File: config.mk
export PLATFORM = sky130hd
export DESIGN_NAME = ibesf_top
export DESIGN_NICKNAME = d
export VERILOG_FILES = /design/src/ibesf_pkg.sv /design/src/ibesf_top.sv
export SDC_FILE = /design/constraint.sdc
export NUM_CORES = 1
export LEC_CHECK = 0
export BUFFER_PORTS_ARGS = -buffer_cell sky130_fd_sc_hd__clkbuf_2
export CAP_MARGIN = 20
export CORE_MARGIN = 1
export CORE_UTILIZATION = 40
export DETAILED_ROUTE_END_ITERATION = 16
export GPL_TIMING_DRIVEN = 1
export PLACE_DENSITY_LB_ADDON = 0.25
export SYNTH_ARGS = -nofsm -noshare
export SYNTH_HDL_FRONTEND = slang
export SYNTH_SLANG_ARGS = --single-unit
export TNS_END_PERCENT = 20
File: constraint.sdc
create_clock -name sys_clk -period 1.6 [get_ports sys_clk]
set_input_delay 0.4 -clock sys_clk [delete_from_list [all_inputs] [get_ports sys_clk]]
set_output_delay 0.4 -clock sys_clk [all_outputs]
set_load 0.01 [all_outputs]
File: src/ibesf_pkg.sv
// Package: constants and types of the bus event status flags block
package ibesf_pkg;

  // Register bus widths
  localparam int ADDR_W = 4;
  localparam int DATA_W = 8;

  // Register offsets
  localparam logic [3:0] OFS_CTRL     = 4'h0;
  localparam logic [3:0] OFS_STATUS   = 4'h1;
  localparam logic [3:0] OFS_IRQ_STAT = 4'h2;
  localparam logic [3:0] OFS_IRQ_MASK = 4'h3;

  // Control field positions
  localparam int CTRL_ENABLE_BIT = 7;
  localparam int CTRL_EXIT_BIT   = 6;

  // Flag field positions, shared by status, irq status and mask
  localparam int FLAG_STOP_BIT  = 0;
  localparam int FLAG_START_BIT = 1;
  localparam int FLAG_ACK_BIT   = 2;
  localparam int FLAG_W         = 3;

  // Reset values
  localparam logic       ENABLE_RST = 1'b0;
  localparam logic [2:0] FLAGS_RST  = 3'h0;
  localparam logic [2:0] MASK_RST   = 3'h0;
  localparam logic [7:0] RDATA_RST  = 8'h00;
  localparam logic [1:0] PIN_RST    = 2'h3;
  localparam logic [2:0] SYNC_RST   = 3'h7;

  // Clock counts within one byte on the clock line
  localparam logic [3:0] CNT_FIRST = 4'h0;
  localparam logic [3:0] CNT_EIGHT = 4'h8;
  localparam logic [3:0] CNT_NINE  = 4'h9;
  localparam logic [3:0] CNT_ONE   = 4'h1;

  // Bus event flags, ack in bit 2 down to stop in bit 0
  typedef struct packed {
    logic ack;
    logic start;
    logic stop;
  } ibesf_flags_t;

  // One register bus request
  typedef struct packed {
    logic       wr;
    logic       rd;
    logic [3:0] addr;
    logic [7:0] wdata;
  } ibesf_req_t;

  // Transfer phase on the bus
  typedef enum logic [2:0] {
    PH_IDLE = 3'b001,
    PH_ADDR = 3'b010,
    PH_DATA = 3'b100
  } ibesf_phase_t;

endpackage : ibesf_pkg

File: src/ibesf_top.sv
// Module: two-wire bus event status flags with register port and interrupt
//
// The register offsets and strobed register access were decided locally.

module ibesf_top (
  // Clock and reset
  input  wire logic                     sys_clk,
  input  wire logic                     rst,
  // Register port
  input  wire logic [ibesf_pkg::ADDR_W-1:0] reg_addr,
  input  wire logic [ibesf_pkg::DATA_W-1:0] reg_wdata,
  input  wire logic                     reg_wr,
  input  wire logic                     reg_rd,
  output logic      [ibesf_pkg::DATA_W-1:0] reg_rdata,
  // Two-wire bus lines, observed only
  input  wire logic                     clock_line_pin,
  input  wire logic                     data_line_pin,
  // Flags and interrupt
  output ibesf_pkg::ibesf_flags_t       bus_event_status,
  output logic                          irq
);

  // Request bundle
  ibesf_pkg::ibesf_req_t req;
  assign req = '{wr: reg_wr, rd: reg_rd, addr: reg_addr, wdata: reg_wdata};

  // Pin synchronisers, bit 0 clock line, bit 1 data line
  logic [1:0] pin_raw;
  logic [1:0] pin_filt;
  assign pin_raw = {data_line_pin, clock_line_pin};

  for (genvar i = 0; i < 2; i++) begin : g_sync
    logic [2:0] stage_q;
    logic       filt_q;
    // Three stages, change taken when last two agree
    always_ff @(posedge sys_clk) begin
      if (rst) begin
        stage_q <= ibesf_pkg::SYNC_RST;
        filt_q  <= ibesf_pkg::PIN_RST[i];
      end else begin
        stage_q <= {stage_q[1:0], pin_raw[i]};
        if (stage_q[1] == stage_q[2]) begin
          filt_q <= stage_q[2];
        end
      end
    end
    assign pin_filt[i] = filt_q;
  end

  // Previous filtered levels
  logic [1:0] pin_prev_q;
  always_ff @(posedge sys_clk) begin
    if (rst) begin
      pin_prev_q <= ibesf_pkg::PIN_RST;
    end else begin
      pin_prev_q <= pin_filt;
    end
  end

  // Control and state registers
  logic                     en_q;
  logic                     en_d;
  ibesf_pkg::ibesf_flags_t  flags_q;
  ibesf_pkg::ibesf_flags_t  flags_d;
  ibesf_pkg::ibesf_flags_t  irq_stat_q;
  ibesf_pkg::ibesf_flags_t  irq_stat_d;
  ibesf_pkg::ibesf_flags_t  mask_q;
  ibesf_pkg::ibesf_flags_t  mask_d;
  ibesf_pkg::ibesf_phase_t  phase_q;
  ibesf_pkg::ibesf_phase_t  phase_d;
  logic [3:0]               cnt_q;
  logic [3:0]               cnt_d;
  logic [7:0]               rdata_q;
  logic [7:0]               rdata_d;
  logic                     irq_q;
  logic                     irq_d;

  // Register write decode
  logic ctrl_wr;
  logic stat_wr;
  logic istat_wr;
  logic mask_wr;
  logic exit_req;
  logic en_fall;
  logic live;
  assign ctrl_wr  = req.wr && (req.addr == ibesf_pkg::OFS_CTRL);
  assign stat_wr  = req.wr && (req.addr == ibesf_pkg::OFS_STATUS);
  assign istat_wr = req.wr && (req.addr == ibesf_pkg::OFS_IRQ_STAT);
  assign mask_wr  = req.wr && (req.addr == ibesf_pkg::OFS_IRQ_MASK);
  assign exit_req = ctrl_wr && req.wdata[ibesf_pkg::CTRL_EXIT_BIT];
  assign en_fall  = ctrl_wr && en_q && !req.wdata[ibesf_pkg::CTRL_ENABLE_BIT];
  // Detection runs only while enabled and not being switched off
  assign live     = en_q && !en_fall;

  // Bus condition decode
  logic scl;
  logic sda;
  logic scl_prev;
  logic sda_prev;
  logic scl_rise;
  logic start_det;
  logic stop_det;
  assign scl       = pin_filt[0];
  assign sda       = pin_filt[1];
  assign scl_prev  = pin_prev_q[0];
  assign sda_prev  = pin_prev_q[1];
  assign scl_rise  = scl && !scl_prev;
  // Data falls while clock high
  assign start_det = live && scl && scl_prev && sda_prev && !sda;
  // Data rises while clock high
  assign stop_det  = live && scl && scl_prev && !sda_prev && sda;

  // Clock position within the byte
  logic rise_live;
  logic ack_clk;
  logic ack_set;
  logic next_byte;
  logic addr_first;
  logic addr_done;
  assign rise_live  = live && scl_rise && (phase_q != ibesf_pkg::PH_IDLE);
  assign ack_clk    = rise_live && (cnt_q == ibesf_pkg::CNT_EIGHT);
  assign ack_set    = ack_clk && !sda;
  assign next_byte  = rise_live && (cnt_q == ibesf_pkg::CNT_NINE);
  assign addr_first = rise_live && (phase_q == ibesf_pkg::PH_ADDR)
                      && (cnt_q == ibesf_pkg::CNT_FIRST);
  assign addr_done  = next_byte && (phase_q == ibesf_pkg::PH_ADDR);

  // Phase tracking
  always_comb begin
    phase_d = phase_q;
    unique case (phase_q)
      ibesf_pkg::PH_IDLE: begin
        if (start_det) begin
          phase_d = ibesf_pkg::PH_ADDR;
        end
      end
      ibesf_pkg::PH_ADDR: begin
        if (stop_det) begin
          phase_d = ibesf_pkg::PH_IDLE;
        end else if (next_byte) begin
          phase_d = ibesf_pkg::PH_DATA;
        end
      end
      ibesf_pkg::PH_DATA: begin
        if (stop_det) begin
          phase_d = ibesf_pkg::PH_IDLE;
        end else if (start_det) begin
          phase_d = ibesf_pkg::PH_ADDR;
        end
      end
      default: begin
        phase_d = ibesf_pkg::PH_IDLE;
      end
    endcase
    if (!live || (exit_req && !start_det)) begin
      phase_d = ibesf_pkg::PH_IDLE;
    end
  end

  // Clock counter, restarts on start, wraps nine to one
  always_comb begin
    cnt_d = cnt_q;
    if (start_det || !live) begin
      cnt_d = ibesf_pkg::CNT_FIRST;
    end else if (rise_live) begin
      cnt_d = (cnt_q == ibesf_pkg::CNT_NINE) ? ibesf_pkg::CNT_ONE
                                             : cnt_q + ibesf_pkg::CNT_ONE;
    end
  end

  // ack set, ack clear, set wins over exit request clear
  assign flags_d.ack   = ack_set
                         || (flags_q.ack && !(stop_det || next_byte || exit_req || en_fall));
  assign flags_d.start = start_det
                         || (flags_q.start && !(stop_det || addr_done || exit_req || en_fall));
  // stop set, stop clear ignores exit request
  assign flags_d.stop  = stop_det || (flags_q.stop && !(addr_first || en_fall));

  // Control and interrupt register next values
  assign en_d       = ctrl_wr ? req.wdata[ibesf_pkg::CTRL_ENABLE_BIT] : en_q;
  assign mask_d     = mask_wr ? req.wdata[ibesf_pkg::FLAG_W-1:0] : mask_q;
  // Events set sticky bits, write one clears, set wins
  assign irq_stat_d = {ack_set, start_det, stop_det}
                      | (irq_stat_q & ~(istat_wr ? req.wdata[ibesf_pkg::FLAG_W-1:0]
                                                 : ibesf_pkg::FLAGS_RST));
  assign irq_d      = |(irq_stat_d & mask_d);

  // Read mux, zero outside the cycle after a read
  logic [7:0] rd_mux;
  assign rd_mux =
    (req.addr == ibesf_pkg::OFS_CTRL)     ? {en_q, 7'h00} :
    (req.addr == ibesf_pkg::OFS_STATUS)   ? {5'h00, flags_q} :
    (req.addr == ibesf_pkg::OFS_IRQ_STAT) ? {5'h00, irq_stat_q} :
    (req.addr == ibesf_pkg::OFS_IRQ_MASK) ? {5'h00, mask_q} :
                                            ibesf_pkg::RDATA_RST;
  assign rdata_d = req.rd ? rd_mux : ibesf_pkg::RDATA_RST;

  // Control registers
  always_ff @(posedge sys_clk) begin
    if (rst) begin
      en_q   <= ibesf_pkg::ENABLE_RST;
      mask_q <= ibesf_pkg::MASK_RST;
    end else begin
      en_q   <= en_d;
      mask_q <= mask_d;
    end
  end

  // flags move only by bus events, exit requests and disable writes
  always_ff @(posedge sys_clk) begin
    if (rst) begin
      flags_q <= ibesf_pkg::FLAGS_RST;
    end else begin
      flags_q <= flags_d;
    end
  end

  // Bus tracking state
  always_ff @(posedge sys_clk) begin
    if (rst) begin
      phase_q <= ibesf_pkg::PH_IDLE;
      cnt_q   <= ibesf_pkg::CNT_FIRST;
    end else begin
      phase_q <= phase_d;
      cnt_q   <= cnt_d;
    end
  end

  // Interrupt and read data
  always_ff @(posedge sys_clk) begin
    if (rst) begin
      irq_stat_q <= ibesf_pkg::FLAGS_RST;
      irq_q      <= 1'b0;
      rdata_q    <= ibesf_pkg::RDATA_RST;
    end else begin
      irq_stat_q <= irq_stat_d;
      irq_q      <= irq_d;
      rdata_q    <= rdata_d;
    end
  end

  // Outputs straight from flops
  assign reg_rdata        = rdata_q;
  assign bus_event_status = flags_q;
  assign irq              = irq_q;
endmodule : ibesf_top

Word-level counts from Yosys, hierarchy flattened

Index checks and enable logic that the tools add are counted.

$add $sub $neg: 1
Equality and inequality tests: 12
Multiplexer cells: 12
Bitwise operators: 5
Reduce and logical (&&, ||, !) cells: 56

Operators with widths:

| kind                                                                   | number |
|---|---|
| 3-bit two-way mux                                                      | 9 |
| 1-bit logical AND                                                      | 26 |
| 1-bit logical OR                                                       | 12 |
| 1-bit logical NOT                                                      | 10 |
| 3-bit case mux with 3 select lines                                     | 1 |
| 4-bit by 2-bit equality test with 1-bit output (second input constant) | 2 |
| 4-bit equality test (second input constant)                            | 2 |
| 4-bit logical NOT                                                      | 2 |
| 8-bit two-way mux                                                      | 1 |
| 3-bit AND                                                              | 2 |
| 2-bit OR reduction                                                     | 3 |
| 3-bit OR reduction                                                     | 2 |
| 5-bit OR reduction                                                     | 1 |
| 4-bit by 1-bit adder with 4-bit output (second input constant)         | 1 |
| 4-bit by 1-bit equality test with 1-bit output (second input constant) | 1 |
| 4-bit two-way mux                                                      | 1 |
| 3-bit by 1-bit equality test with 1-bit output (second input constant) | 1 |
| 3-bit by 2-bit equality test with 1-bit output (second input constant) | 1 |
| 3-bit equality test (second input constant)                            | 1 |
| 3-bit by 1-bit != test with 1-bit output (second input constant)       | 1 |
| 3-bit != test (second input constant)                                  | 1 |
| 3-bit inverter                                                         | 1 |
| 3-bit bitwise OR                                                       | 1 |
| 1-bit equality test                                                    | 2 |
| 1-bit inverter                                                         | 1 |

Register bits after elaboration: 36
Bits of input ports: 18
Output and inout bits: 12
Word-level logic and storage cells: 107

Longest topological paths before layout

Depth in word-level cells: 16
Gate-level depth with buffers: 6
Depth with buffers taken out: 5

Worst setup path before layout

OpenSTA, ideal clock, no wires.

Kind: input to register
Start: in reg_addr[0] (netlist name)
End: reg phase_q[0]
Library setup time: 0.120 ns
Arrival time: 1.579 ns
Data required time: 1.480 ns
Setup slack: -0.099 ns
Cell stages on the path: 6
Path buffers: 1
Path through: buf_6 nor4_4 a211oi_1 nor2_2 a21oi_1 or2_1

Word-level cells in the longest chain between the ends: 14
Elaborated cells between the ends (all ways): 26
Those cells by class: eq/ne (1); mux (4); reduce/logical (21)

Ends and longest elaborated chain:

| element                                                    | line             | source |
|---|---|---|
| start, declared                                            | ibesf_top.sv:10  | `input wire logic [ibesf_pkg::ADDR_W-1:0] reg_addr,` |
| 4-bit logical NOT (*)                                      | ibesf_top.sv:86  | `assign ctrl_wr = req.wr && (req.addr == ibesf_pkg::OFS_CTRL);` |
| 1-bit logical AND (*)                                      | ibesf_top.sv:86  |  |
| branches (longest 12 deep; another with 3-bit two-way mux) | --               |  |
| end signal, assigned                                       | ibesf_top.sv:221 | `phase_q <= ibesf_pkg::PH_IDLE;` |
| end signal, assigned                                       | ibesf_top.sv:224 | `phase_q <= phase_d;` |
| end, declared                                              | ibesf_top.sv:69  | `ibesf_pkg::ibesf_phase_t phase_q;` |

Every way passes the cells marked *.
A chain may end at the register's enable or synchronous reset.

Worst setup path after layout

Start: reg cnt_q[1]
End: reg flags_q, in the netlist bus_event_status[1]

Word-level cells in the longest chain between the ends: 9

Ends and longest elaborated chain:

| element                        | line             | source |
|---|---|---|
| start, declared                | ibesf_top.sv:71  | `logic [3:0] cnt_q;` |
| start signal, assigned         | ibesf_top.sv:222 | `cnt_q <= ibesf_pkg::CNT_FIRST;` |
| start signal, assigned         | ibesf_top.sv:225 | `cnt_q <= cnt_d;` |
| 4-bit equality test            | ibesf_top.sv:123 | `assign next_byte = rise_live && (cnt_q == ibesf_pkg::CNT_NINE);` |
| 1-bit logical AND              | ibesf_top.sv:123 |  |
| 1-bit logical AND              | ibesf_top.sv:126 | `assign addr_done = next_byte && (phase_q == ibesf_pkg::PH_ADDR);` |
| 1-bit logical OR (3 in series) | ibesf_top.sv:175 | `\|\| (flags_q.start && !(stop_det \|\| addr_done \|\| exit_req \|\| en_fall));` |
| 1-bit logical NOT              | ibesf_top.sv:175 |  |
| 1-bit logical AND              | ibesf_top.sv:175 |  |
| 1-bit logical OR               | ibesf_top.sv:175 |  |
| end signal, assigned           | ibesf_top.sv:212 | `flags_q <= ibesf_pkg::FLAGS_RST;` |
| end signal, assigned           | ibesf_top.sv:214 | `flags_q <= flags_d;` |
| end, declared                  | ibesf_top.sv:63  | `ibesf_pkg::ibesf_flags_t flags_q;` |

No other way between the ends.

==> results.cfg <==
[critical_path]
rrSetupSlack_ns = 0.05
path_max_fanout = 4
worstPathRequired_ns = 1.82
rr_startpoint = cnt_q[1]
critPathCaptureType = flop
critPathSlowestCell = or3b_1
r2r_cells = 5
crit_type = reg -> reg
r2r-end = bus_event_status[1]
crit_buf_inv = 0
worst_path_largest_cell_delay_ns = 0.40
cp-start-kind = flop
crit_chain = or3b_1 -> nor2_1 -> nand3_1 -> o311ai_2 -> a21oi_1
crit_arrival_ns = 1.76
cp_top_family = simple AND/OR/NAND/NOR gates

[global_route]
antenna_found_initial = 0
globalRouteOverflowTotal = 0
grt_pass1_vias = 1233
grt_max_degree = 15
grt_util_all_layers = 0.197
grt_pass1_wl_microns = 5210

[timing]
final-max-slew-violation-count = 0
setup_viol = 0
whs_ns = 0.240
fmax_ghz = 0.647
post-route-period-util = 0.967
rsz0062_at_grt = true
setup_ws_ns = 0.0536
fin_worst_skew_ns = 0.0123
min_period_ns = 1.55
final-hold-violation-count = 0
setup_tns_ns = 0

[cts]
root_buffer = clkbuf_4
insertion_delay_ns = 0.33
cts_made_buffers = 5
cts_setup_buffers = 0
cts_tree = built
hold_buffers = 0
cts_max_path_buffers = 2
clock_sinks = 32
path_clk_slew_ns = 0.10
h-tree-depth = 2

[run]
maxCapViolCount = 0

[final_layout]
finish.utilization = 0.541
finalNetCount = 221
drive_above_1_share = 0.353
n_antenna_cell = 0
area_delta_synth_final_pct = 28.1
fillerInstances = 323

[pwr]
p_switching_uw = 312
cellPowerDensity_nw_per_um2 = 810
seqPwrFrac = 0.543
total_power_uw = 1480
power.internal_uw = 1170
pwr-share-clk = 0.395
vdd_ir_drop_max_v = 0.000520
p_leak_uw = 0.000753
switching_share = 0.210
pwr-share-comb = 0.062

[place]
pre_cts_slack_ns = -0.261
dpl.hpwl_microns = 2510
numPortBuffers = 22
globalplace.congestion = 0.787

[floorplanning]
ios = 30
row_count = 21
core_area_sq_um = 3390
initial_utilization = 0.422
fp.dieH_microns = 61.8
die_area_sq_um = 3820
die_w_microns = 61.8

[detailed_routing]
first_pass_iters = 4
viasPerCell = 5.21
wl_microns = 3200
vias = 1303
wl_per_cell_microns = 12.8
antenna_left = 0
drc = 0
first_iter_violations = 37

[synth]
synth_common_cells = dfxtp_1 (32), nor2_1 (19), a21oi_1 (14), nand2_1 (11), or2_2 (8)
syn_inst = 159
async_reset_ff_frac = 0
seq_area_frac_synth = 0.448
synth_ff_type = dfxtp_1
synth_cell_types = 44
yosysTopAreaCell = dfxtp_1
synth.top_cell.area_share = 0.448
synth_edf_count = 0
ys_warn_count = 0
netlist_area_sq_um = 1430
synth-seq-cells = 32
syn_avg_cell_area_sq_um = 9.00
synth.most_common_cell = dfxtp_1
synth.area.top_cells = dfxtp_1 (45%), nor2_1 (5.0%), a21oi_1 (4.9%)

[status]
status = finished clean

[hold_path]
hp-start = data_line_pin
hold_class = in -> reg
hold_depth = 2
holdPathEnd = g_sync[1].stage_q[0]
==> per-layer routing <==
metal  part of all wire  global-route usage  vias up  routed length [microns]
met3              0.042              0.0704        8                      134
met2               0.52               0.358       30                     1670
met5                  0                   0        -                        0
li1                   -                   -      658                        -
met4              0.023              0.0984        0                       72
met1               0.41               0.197      607                     1320
==> logic make-up after synthesis <==
| family | share of synthesized area |
|---|---|
| mux | 0.0280 |
| compound gates | 0.172 |
| other cells | 0.00262 |
| simple gates | 0.293 |
| buf+inv | 0.0507 |
| flops | 0.448 |
| xor+xnor | 0.00612 |
==> what timing repair did <==
item / CTS / global route
resized for setup: 2 / 8
pin swaps: 1 / 2
endpoints found under the setup margin: 7 / 9
==> power groups by stage <==
stage	clock network, uW	logic [uW]	registers (uW)
after detailed placement	0	89.7	826
after CTS	607	90.6	808
final	587	91.6	806
after floorplan	0	52.0	825
after global placement	0	87.9	826
after global routing	651	101	808
==> worst max path at each step <==
stage                     start                  end  slack [ns]  cells after the start
global placement    reg_addr[1]                  irq       -0.20                      7
floorplan           reg_addr[2]           phase_q[0]        0.03                      5
detailed placement  reg_addr[1]           phase_q[2]       -0.26                      7
CTS                  phase_q[1]  bus_event_status[1]       -0.01                      5
global route           cnt_q[1]  bus_event_status[1]       -0.06                      5
finish                 cnt_q[1]  bus_event_status[1]        0.05                      5
==> registers in the layout (all words and copies together), names as in the netlist, 2 cells and up <==
register / count
g_sync.filt_q: 2
pin_prev_q: 2
reg_rdata: 4
phase_q: 3
bus_event_status: 3
irq_stat_q: 3
g_sync.stage_q: 6
cnt_q: 4
mask_q: 3
==> worst register-to-register path: stages, from the launching register on <==
cell and delay (ns):
dfxtp_1 0.32, or3b_1 0.40, nor2_1 0.12, nand3_1 0.21, o311ai_2 0.30, a21oi_1 0.09
==> final cells by class <==
type / count / area (sq um) / area share
Timing Repair Buffer: 42 / 260 / 0.142
Clock inverter: 2 / 35.0 / 0.0191
Inverter: 5 / 18.8 / 0.0102
Clock buffer: 6 / 41.3 / 0.0225
Multi-Input combinational cell: 117 / 774 / 0.423
Tap cell: 46 / 57.6 / 0.0314
Sequential cell: 32 / 646 / 0.352
==> cell usage in the layout, fill, tap and decap left out, types with 2 or more instances in the layout <==
master	count
a21oi_1	12
nand4_1	4
a21oi_2	2
nand3_1	6
o21ai_0	2
clkbuf_4	5
or2_2	8
o21bai_1	4
nor2_1	19
clkbuf_2	22
inv_1	5
buf_4	20
mux2i_1	4
o221ai_1	3
nand4b_1	2
nand2_1	11
or3_1	2
a31oi_1	6
nor2b_1	3
nand2b_1	2
conb_1	4
dfxtp_1	30
==> stage by stage <==
step,cells,instance area [sq um]
3_5_place_dp,242,1710
4_1_cts,250,1800
6_report,250,1830
3_3_place_gp,242,1710
5_1_grt,250,1830
2_1_floorplan,162,1450
(Power assumes the default switching activity.)
